## src/adcc_pkg.sv

```systemverilog
// Shared constants and types for the converter control block
package adcc_pkg;

	// Register byte addresses
	localparam logic [7:0] CTRL_ADDR = 8'hc0;
	localparam logic [7:0] PIN_OFF_ADDR = 8'hf6;
	localparam logic [7:0] RESULT_ADDR = 8'hc5;
	localparam logic [7:0] IRQ_EN_ADDR = 8'he8;

	// Field positions
	localparam int EN_BIT = 7;
	localparam int FLAG_BIT = 4;
	localparam int BUSY_BIT = 3;
	localparam int RC_BIT = 2;
	localparam int CH_HI = 1;
	localparam int CH_LO = 0;
	localparam int IRQ_EN_BIT = 1;
	localparam int AIN_BASE_PIN = 3;

	// Reset values
	localparam logic [7:0] CTRL_RESET = 8'h00;
	localparam logic [7:0] PIN_OFF_RESET = 8'h00;
	localparam logic [7:0] RESULT_RESET = 8'h00;
	localparam logic [7:0] RDATA_IDLE = 8'h00;

	// Timing
	localparam int MCLK_HZ = 20_000_000;
	localparam int CLKS_PER_MC = 6;
	localparam int CONV_MC = 31;
	localparam int SAR_PERIODS = 9;
	localparam int SETTLE_US = 10;
	localparam int SETTLE_CLKS = (SETTLE_US * MCLK_HZ + 999_999) / 1_000_000;
	localparam int SYNC_MC = 3;
	localparam int RC_TICKS = 108;
	localparam logic [7:0] CPU_PERIOD = 8'((CONV_MC - 1) * CLKS_PER_MC / SAR_PERIODS);
	localparam logic [7:0] RC_PERIOD = 8'(RC_TICKS / SAR_PERIODS);
	localparam logic [7:0] SYNC_EDGES = 8'(SYNC_MC + 1);
	localparam logic [7:0] DONE_CLKS = 8'(CLKS_PER_MC);
	localparam logic [2:0] MC_LAST = 3'(CLKS_PER_MC - 1);
	localparam logic [7:0] SAR_MSB = 8'h80;
	localparam logic [7:0] SAR_LSB = 8'h01;

	// Sequencer states, Gray on each step from idle via sync to done
	typedef enum logic [2:0] {
		ST_IDLE = 3'h0,
		ST_SYNC = 3'h1,
		ST_SAMP = 3'h3,
		ST_CONV = 3'h2,
		ST_DONE = 3'h6
	} adcc_state_t;

	// Control register fields
	typedef struct packed {
		logic en;
		logic flag;
		logic busy;
		logic rc;
		logic [1:0] ch;
	} adcc_ctrl_t;

endpackage

```

## src/adcc_top.sv

```systemverilog
// Converter control: register file, conversion sequencer and analog pin gating
`timescale 1ns/1ns
`default_nettype none
// How it works
// - One digital input off bit per pin
// - Disabled pins always read as zero
// - Control field layout fixed, resets to zero
// - Start bit starts, reads busy, self-clears
// - Done flag set by hardware, software clears
// - Starts ignored while busy or done
// - Busy and done overlap one machine cycle
// - Interrupt needs both enables and priority
// - Result loaded at completion or abort, held through restart
// - Channel writable only when idle and clear
// - Start write loads channel, clear write doesnt
// - Channel codes select pins three to six
// - Clock select: CPU or RC, idle only
// - Enable cannot clear while busy or done
// - Successive approximation gives rounded ratiometric code
// - CPU clock conversion lasts 31 machine cycles
// - Power-down aborts CPU-clocked conversion silently
module adcc_top #(
	parameter int DATA_W = 8,
	parameter int ADDR_W = 8
) (
	input wire logic mclk,
	input wire logic arst_n,
	input wire logic ce,
	input wire logic [ADDR_W-1:0] bus_addr,
	input wire logic [DATA_W-1:0] bus_wdata,
	input wire logic bus_wr,
	input wire logic bus_rd,
	output logic [DATA_W-1:0] bus_rdata,
	input wire logic [7:0] port0_pins,
	output logic [7:0] port0_read,
	output logic [7:0] port0_input_off,
	input wire logic rc_tick,
	input wire logic cmp_above,
	output logic [7:0] dac_code,
	output logic [3:0] channel_onehot,
	output logic converter_power_on,
	input wire logic power_down,
	input wire logic global_irq_enable,
	input wire logic irq_is_highest,
	output logic adc_irq_req
);

	adcc_pkg::adcc_ctrl_t ctrl;
	adcc_pkg::adcc_ctrl_t next_ctrl;
	adcc_pkg::adcc_state_t state;
	adcc_pkg::adcc_state_t next_state;
	logic [7:0] cnt;
	logic [7:0] next_cnt;
	logic [2:0] mc_cnt;
	logic [2:0] next_mc_cnt;
	logic [7:0] trial;
	logic [7:0] next_trial;
	logic [7:0] mask;
	logic [7:0] next_mask;
	logic [7:0] result;
	logic [7:0] next_result;
	logic [7:0] pin_off;
	logic [7:0] next_pin_off;
	logic irq_en;
	logic next_irq_en;
	logic [7:0] next_port0_read;
	logic [3:0] next_onehot;
	logic [DATA_W-1:0] next_rdata;

	logic locked;
	logic wr_ctrl;
	logic start_ok;
	logic abort;
	logic mc_end;
	logic cv_tick;
	logic [7:0] period;
	logic [7:0] ctrl_rd;

	// Shared decode terms
	assign locked = ctrl.busy | ctrl.flag;
	assign wr_ctrl = bus_wr && (bus_addr == ADDR_W'(adcc_pkg::CTRL_ADDR));
	assign mc_end = (mc_cnt == adcc_pkg::MC_LAST);
	assign cv_tick = ctrl.rc ? rc_tick : 1'b1;
	assign period = ctrl.rc ? adcc_pkg::RC_PERIOD : adcc_pkg::CPU_PERIOD;
	assign abort = power_down && ctrl.busy && !ctrl.rc;

	assign start_ok = wr_ctrl && bus_wdata[adcc_pkg::BUSY_BIT] && !locked
		&& (ctrl.en || bus_wdata[adcc_pkg::EN_BIT]) && (state == adcc_pkg::ST_IDLE);

	// control read layout, reserved bits read zero
	assign ctrl_rd = {ctrl.en, 2'b00, ctrl.flag, ctrl.busy, ctrl.rc, ctrl.ch};

	// Machine cycle phase, free running so the RC sync sees real boundaries
	always_comb begin
		next_mc_cnt = mc_end ? 3'h0 : mc_cnt + 3'h1;
	end

	always_ff @(posedge mclk or negedge arst_n) begin
		if (!arst_n) begin
			mc_cnt <= 3'h0;
		end else if (ce) begin
			mc_cnt <= next_mc_cnt;
		end
	end

	// Control register and conversion sequencer
	always_comb begin
		next_ctrl = ctrl;
		next_state = state;
		next_cnt = cnt;
		next_trial = trial;
		next_mask = mask;
		next_result = result;

		if (wr_ctrl) begin
			next_ctrl.en = bus_wdata[adcc_pkg::EN_BIT] | (locked & ctrl.en);
			// software may only clear the flag
			next_ctrl.flag = ctrl.flag & bus_wdata[adcc_pkg::FLAG_BIT];
			// channel and clock locked while busy or done
			if (!locked) begin
				// same write loads channel with start
				next_ctrl.ch = bus_wdata[adcc_pkg::CH_HI:adcc_pkg::CH_LO];
				next_ctrl.rc = bus_wdata[adcc_pkg::RC_BIT];
			end
		end

		case (state)
			adcc_pkg::ST_IDLE: begin
				if (start_ok) begin
					next_ctrl.busy = 1'b1;
					next_cnt = 8'h00;
					next_trial = 8'h00;
					next_mask = 8'h00;
					next_state = next_ctrl.rc ? adcc_pkg::ST_SYNC : adcc_pkg::ST_SAMP;
				end
			end
			adcc_pkg::ST_SYNC: begin
				// RC mode spends three to four machine cycles aligning
				if (mc_end) begin
					if (cnt == adcc_pkg::SYNC_EDGES - 8'h01) begin
						next_cnt = 8'h00;
						next_state = adcc_pkg::ST_SAMP;
					end else begin
						next_cnt = cnt + 8'h01;
					end
				end
			end
			adcc_pkg::ST_SAMP: begin
				// sample period is the first of nine
				if (cv_tick) begin
					if (cnt == period - 8'h01) begin
						next_cnt = 8'h00;
						next_trial = adcc_pkg::SAR_MSB;
						next_mask = adcc_pkg::SAR_MSB;
						next_state = adcc_pkg::ST_CONV;
					end else begin
						next_cnt = cnt + 8'h01;
					end
				end
			end
			adcc_pkg::ST_CONV: begin
				if (cv_tick) begin
					if (cnt == period - 8'h01) begin
						next_cnt = 8'h00;
						next_trial = (cmp_above ? trial : (trial & ~mask)) | (mask >> 1);
						next_mask = mask >> 1;
						if (mask == adcc_pkg::SAR_LSB) begin
							next_result = cmp_above ? trial : (trial & ~mask);
							// hardware sets flag, wins over clear
							next_ctrl.flag = 1'b1;
							next_state = adcc_pkg::ST_DONE;
						end
					end else begin
						next_cnt = cnt + 8'h01;
					end
				end
			end
			adcc_pkg::ST_DONE: begin
				// busy overlaps flag one machine cycle
				if (cnt == adcc_pkg::DONE_CLKS - 8'h01) begin
					next_cnt = 8'h00;
					next_ctrl.busy = 1'b0;
					next_state = adcc_pkg::ST_IDLE;
				end else begin
					next_cnt = cnt + 8'h01;
				end
			end
			default: begin
				next_ctrl.busy = 1'b0;
				next_cnt = 8'h00;
				next_state = adcc_pkg::ST_IDLE;
			end
		endcase

		// abort leaves partial code, no flag
		if (abort) begin
			next_ctrl.busy = 1'b0;
			next_cnt = 8'h00;
			next_result = trial;
			next_state = adcc_pkg::ST_IDLE;
		end
	end

	always_ff @(posedge mclk or negedge arst_n) begin
		if (!arst_n) begin
			ctrl <= adcc_pkg::adcc_ctrl_t'(adcc_pkg::CTRL_RESET[5:0]);
			state <= adcc_pkg::ST_IDLE;
			cnt <= 8'h00;
			trial <= 8'h00;
			mask <= 8'h00;
			result <= adcc_pkg::RESULT_RESET;
		end else if (ce) begin
			ctrl <= next_ctrl;
			state <= next_state;
			cnt <= next_cnt;
			trial <= next_trial;
			mask <= next_mask;
			result <= next_result;
		end
	end

	// Pin gating and interrupt enable registers
	always_comb begin
		next_pin_off = pin_off;
		next_irq_en = irq_en;
		if (bus_wr && (bus_addr == ADDR_W'(adcc_pkg::PIN_OFF_ADDR))) begin
			next_pin_off = bus_wdata[7:0];
		end
		if (bus_wr && (bus_addr == ADDR_W'(adcc_pkg::IRQ_EN_ADDR))) begin
			next_irq_en = bus_wdata[adcc_pkg::IRQ_EN_BIT];
		end
		next_port0_read = port0_pins & ~next_pin_off;
		// channel code to pin three plus code
		next_onehot = 4'h0;
		next_onehot[next_ctrl.ch] = 1'b1;
	end

	// Port read is registered, so a pin change shows one cycle later
	always_ff @(posedge mclk or negedge arst_n) begin
		if (!arst_n) begin
			pin_off <= adcc_pkg::PIN_OFF_RESET;
			irq_en <= 1'b0;
			port0_read <= 8'h00;
			channel_onehot <= 4'h1;
		end else if (ce) begin
			pin_off <= next_pin_off;
			irq_en <= next_irq_en;
			port0_read <= next_port0_read;
			channel_onehot <= next_onehot;
		end
	end

	// Read mux; result write falls through with no effect
	always_comb begin
		next_rdata = DATA_W'(adcc_pkg::RDATA_IDLE);
		if (bus_rd) begin
			case (bus_addr)
				ADDR_W'(adcc_pkg::CTRL_ADDR): begin
					next_rdata = DATA_W'(ctrl_rd);
				end
				ADDR_W'(adcc_pkg::PIN_OFF_ADDR): begin
					next_rdata = DATA_W'(pin_off);
				end
				ADDR_W'(adcc_pkg::RESULT_ADDR): begin
					next_rdata = DATA_W'(result);
				end
				ADDR_W'(adcc_pkg::IRQ_EN_ADDR): begin
					next_rdata = DATA_W'({6'h00, irq_en, 1'b0});
				end
				default: begin
					next_rdata = DATA_W'(adcc_pkg::RDATA_IDLE);
				end
			endcase
		end
	end

	// Read data stands only in the cycle after the strobe
	always_ff @(posedge mclk or negedge arst_n) begin
		if (!arst_n) begin
			bus_rdata <= DATA_W'(adcc_pkg::RDATA_IDLE);
		end else if (ce) begin
			bus_rdata <= next_rdata;
		end
	end

	// Analog side drives straight from registers
	assign dac_code = trial;
	assign port0_input_off = pin_off;
	assign converter_power_on = ctrl.en;

	// request needs flag, both enables, priority
	assign adc_irq_req = ctrl.flag && irq_en && global_irq_enable && irq_is_highest;

endmodule
`default_nettype wire

```

## config.mk

```make
export PLATFORM = sky130hd
export DESIGN_NAME = adcc_top
export DESIGN_NICKNAME = d
export VERILOG_FILES = /design/src/adcc_pkg.sv /design/src/adcc_top.sv
export SDC_FILE = /design/constraint.sdc
export NUM_CORES = 1
export LEC_CHECK = 0
export BUFFER_PORTS_ARGS = -buffer_cell sky130_fd_sc_hd__buf_2
export CELL_PAD_IN_SITES_DETAIL_PLACEMENT = 1
export CELL_PAD_IN_SITES_GLOBAL_PLACEMENT = 1
export CORE_MARGIN = 4
export CORE_UTILIZATION = 39
export DETAILED_ROUTE_END_ITERATION = 7
export PLACE_DENSITY = 0.85
export SLEW_MARGIN = 30
export SYNTH_ARGS = -nofsm -noshare
export SYNTH_HDL_FRONTEND = slang
export SYNTH_SLANG_ARGS = --single-unit
```

## constraint.sdc

```tcl
create_clock -name mclk -period 2 [get_ports mclk]
set_input_delay 0.4 -clock mclk [delete_from_list [all_inputs] [get_ports mclk]]
set_output_delay 0.4 -clock mclk [all_outputs]
set_load 0.005 [all_outputs]
```

# Word level (Yosys, flattened, before mapping)
# Cells that the tools add are included.
# Widths: inputs -> output; s select.
[word_totals]
reg_bits = 73
inputBits = 34
[classes]
n_eq_ne = 29
addsub = 3
n_mux = 53
n_bitwise = 9
n_reduce_logical = 31
order_cmp = 2
[op_table]
columns = ["op", "n"]
rows = [
  ["$mux 8", 21],
  ["$pmux 8 s4", 2],
  ["$pmux 8 s3", 2],
  ["$mux 3", 13],
  ["$eq 8x8->1 const B", 4],
  ["$ne 3x3->1 const B", 9],
  ["$and 8x8->8", 2],
  ["$not 8->8", 2],
  ["$pmux 3 s5", 1],
  ["$logic_and 1x1->1", 13],
  ["$mux 1", 10],
  ["$ne 2x2->1 const B", 5],
  ["$reduce_and 10->1", 1],
  ["$add 8x1->8 const B", 1],
  ["$eq 8x1->1 const B", 1],
  ["$eq 8x2->1 const B", 1],
  ["$eq 8x3->1 const B", 1],
  ["$eq 8x8->1", 1],
  ["$or 8x7->8", 1],
  ["$reduce_and 4->1", 2],
  ["$reduce_bool 2->1", 4],
  ["$reduce_and 7->1", 1],
  ["$eq 3x2->1 const B", 2],
  ["$eq 3x3->1 const B", 2],
  ["21 further kinds", 25],
]

# Depth between registers and ports, before layout
[depth]
ltp_word = 9
ltp_mapped = 8
mapped_depth_nobuf = 7

# Worst setup path before layout
# OpenSTA, ideal clock, no wires.
[synth_path]
path_type = "reg2reg"
from = "register cnt[0]"
to = "register state[0]"
stages_incl_launch_ff = 8
slack_ns = -0.040
arrival_time_ns = 1.915
path_cell_list = "dfrtp_1 ha_1 nor2b_1 o211ai_2 a221oi_1 nor2_1 a311oi_4 mux2_4"
[synth_between]
elab_chain_cells = 3
word_cells_on_any_way = 8
cone_classes = "eq/ne: 7; reduce/logical: 1"
[synth_rtl]
columns = ["element", "line_no", "rtl"]
rows = [
  ["start, declared", "adcc_top.sv:52", "logic [7:0] cnt;"],
  ["start signal, assigned", "adcc_top.sv:215", "cnt <= next_cnt;"],
  ["$eq 8x8->1, or another cell as far along", "adcc_top.sv:151, adcc_top.sv:163", ""],
  ["$ne 3x3->1 (no source line)", "n/a", ""],
  ["$reduce_and 10->1 (no source line) (*)", "n/a", ""],
  ["end signal, assigned", "adcc_top.sv:207", "state <= adcc_pkg::ST_IDLE;"],
  ["end signal, assigned", "adcc_top.sv:214", "state <= next_state;"],
  ["end, declared", "adcc_top.sv:50", "adcc_pkg::adcc_state_t state;"],
]
# Every way passes the cells marked *; elsewhere a longest branch is shown, timed or not.
# A chain may end at the register's enable or synchronous reset.

# Worst setup path in the final report
[layout_path]
from = "register cnt[0]"
to = "register cnt[2]"
[layout_between]
elab_chain_cells = 5
word_cells_on_any_way = 11
cone_classes = "add/sub: 1; eq/ne: 3; mux: 7"
[layout_rtl]
columns = ["element", "line_no", "rtl"]
rows = [
  ["$add 8x1->8, or another cell as far along", "n/a", ""],
  ["$mux 8 (on tied branches)", "adcc_top.sv:151, adcc_top.sv:163, adcc_top.sv:140", ""],
  ["$mux 8 (on tied branches)", "adcc_top.sv:162, adcc_top.sv:139", ""],
  ["$pmux 8 s4 (*)", "adcc_top.sv:127", "case (state)"],
  ["$mux 8 (*)", "adcc_top.sv:196", "if (abort) begin"],
]
# Every way passes the cells marked *; elsewhere a longest branch is shown, timed or not. The select of a mux whose other input is x is not followed.

==> qor.txt <==
First-pass GRT wire length = 20020 um
Internal power = 3.186 mW
FFs w/ async S/R, synth = 1.000
Clock transition at the registers of the reported paths = 80 ps
Crit. End Element = flop
Initial antenna violation count = 0
Post-layout min period = 2116 ps
Kind of critical path = flop to flop
Final hold slack = 51.13 ps
Layout cell share with drive strength beyond 1 = 0.4309
Placed insts = 586
Status = finished with violations
PwrDens = 1011 nW/um^2
Crit path max fanout = 7
Max clock buf depth = 2
Most used cell, CP = buf_4
GRT Total Usage = 0.2291
Relative slew slack = 0.5747
Setup TNS = -1508 ps
Critical Path Source Type = flop
Antenna cell count = 0
Final Hold Viols = 0
Post-synthesis sequential area ratio = 0.4951
Die Wd = 105.3 um
Critical Path RT = 2280 ps
1st-pass router iterations = 4
Fin crit share = 1.058
Area after DPL = 4529 um^2
Core Rows = 35
Detailed placement HPWL = 8513 um
Worst path max stage delay = 400 ps
Sequential share of power = 0.389
Post-synth EDFFs = 0
Synth Net Count = 387
Main synth FF type = dfrtp_1
Post-DRT Antenna Nets = 0
Most common cell after layout, fill and taps aside = buf_2
NumNets Final = 516
Final Cell Area = 5032 um^2
Clk network pwr share = 0.235
CP Cell Sequence = buf_4, ha_1, a41oi_1, buf_4, a221o_1, nand2_4, o21ai_0, a22o_1
Vias per Instance = 5.761
Peak Freq = 0.4726 GHz
Worst EP arrival = 2400 ps
Net Sw Frac = 0.3738
Worst R2R Setup Slack = -120 ps
Largest net degree at the start of global routing = 74
Pleak = 2.585 nW
Post-DR wirelength/cell = 21.51 um
Syn Area/Cell = 10.52 um^2
Height of the die = 105.3 um
Area grow syn2layout = 36.29%
Iter 0 DRT Violations = 175
Peak VDD IR = 0.4320 mV
H-tree Lvls = 3
DRC Markers = 0
IO Pins = 72
Hold Crit Class = primary input to asynchronous set/reset pin
Yosys warns = 0
Comb power frac = 0.376
Final Util = 0.5446
Vias in the first global route = 3677
CTS tree = built
Final Power = 5.089 mW
Via Count = 3537
Post-Syn Area = 3692 um^2
Worst-margin pin slew = 635.6 ps
Layout Skew = 10.33 ps
Cell variety after synth = 54
Finished Layout Cells = 614
R2r worst-path depth = 8
Hold Buf Count CTS = 0
RSZ-0062 raised after global routing = yes
Most frequent cells in the layout = 71 x buf_2, 69 x dfrtp_1, 52 x buf_4
Worst skew pair latency = 360 ps
RR Startpoint = cnt[0]
Gate Count Post-Synth = 351
Top delay family on crit path = compound AO/OA/AOI/OAI gates
Core outline area = 9240 um^2
GR Overflow Total = 0
Total CTS buffers = 9
Die area = 11090 um^2
Failing checks = setup timing
Capturing point of the worst reg2reg path = cnt[2]
Routability cong. = 0.8194
Sw power = 1.902 mW
Routed wire length = 13210 um
Setup Viol. Count Final = 23
Setup slack after layout = -115.9 ps
Fillers = 1035
CP bufs+invs = 2
Post-synthesis register bit count = 73
Final slew viol count = 0
Max Cap Violations = 0
Initial Util = 0.3996
Slowest stage cell on the critical path = dfrtp_1
IO buf count = 71
Dpl ws = -188.5 ps
Clock root cell = clkbuf_8
Clock Sinks = 73
layout make-up:
cell class                 instances  area (um^2)  area share
multi-input combinational        251         1921      0.3817
sequential                        73         1832      0.3640
timing repair buffer             131        870.8      0.1730
clock buffer                      10        127.6     0.02536
clock inverter                     6        67.56     0.01343
inverter                          14        52.55     0.01044
tap                              129        161.4     0.03207
flip-flops by register name, summed over array words and instances, names as in the netlist:
name and flops:
channel_onehot 4, port0_input_off 8, port0_read 8, ctrl 5
mask 8, cnt 8, mc_cnt 3, irq_en 1
dac_code 8, result 8, bus_rdata 8, converter_power_on 1
state 3
routing by layer:
| metal | global-route usage | vias up | wire (um) |
|---|---|---|---|
| met3 | 0.04042 | 40 | 743 |
| met5 | 0 | - | 0 |
| met1 | 0.2874 | 1800 | 5282 |
| met2 | 0.3903 | 150 | 6721 |
| met4 | 0.09278 | 0 | 459 |
| li1 | - | 1547 | - |
logic make-up (layout without fill, tap and decap cells):
kind of cell | after synthesis | in the layout | share of synthesized area
adder cells (fa/ha/maj) | 2 | 2 | 0.006776
AND/OR/NAND/NOR | 123 | 123 | 0.1843
multiplexers | 32 | 32 | 0.09590
flip-flops | 73 | 73 | 0.4951
AO/OA/AOI/OAI | 93 | 93 | 0.1864
buffers and inverters | 27 | 161 | 0.02914
XOR/XNOR | 1 | 1 | 0.002373
worst max path at each step:
stage | startpoint | end | depth (start not counted)
after detailed placement | cnt[1] | dac_code[4] | 8
after CTS | ctrl[4] | state[2] | 6
after floorplan | cnt[0] | state[0] | 7
after global placement | mask[6] | state[0] | 6
final | cnt[0] | cnt[2] | 8
after global routing | ctrl[3] | mask[4] | 7
cell usage after synthesis, drive strengths merged (3+ instances only):
library cell	count	area, um^2
or2	3	18.77
a22oi	5	37.54
nand4b	3	26.28
nor2b	5	31.28
a22o	22	192.7
a21boi	15	112.6
buf	6	28.77
nor2	12	45.04
nor3b	4	45.05
and3	6	37.54
mux2	21	244.0
nand3	15	75.07
nor4	4	25.02
and4	3	26.28
inv	14	52.55
o21ai	32	167.7
nand2	48	180.2
and3b	3	26.28
nand3b	3	22.52
nor3	7	45.04
mux2i	11	110.1
clkbuf	7	26.28
dfrtp	72	1802
power by group through the flow:
stage               clock network (mW)  logic, mW  registers [mW]
global route                      1.26       2.04            2.00
floorplan                            0      0.812            1.88
finish                            1.19       1.91            1.98
global placement                     0       1.35            1.91
CTS                               1.20       1.59            1.92
detailed placement                   0       1.44            1.93
what timing repair did:
action | CTS | global route
setup buffers | 3 | 9
resized for setup | 12 | 38
setup endpoints to repair | 30 | 22
pin swaps | 5 | 18
No activity file was read; power rests on OpenSTA's default activity.
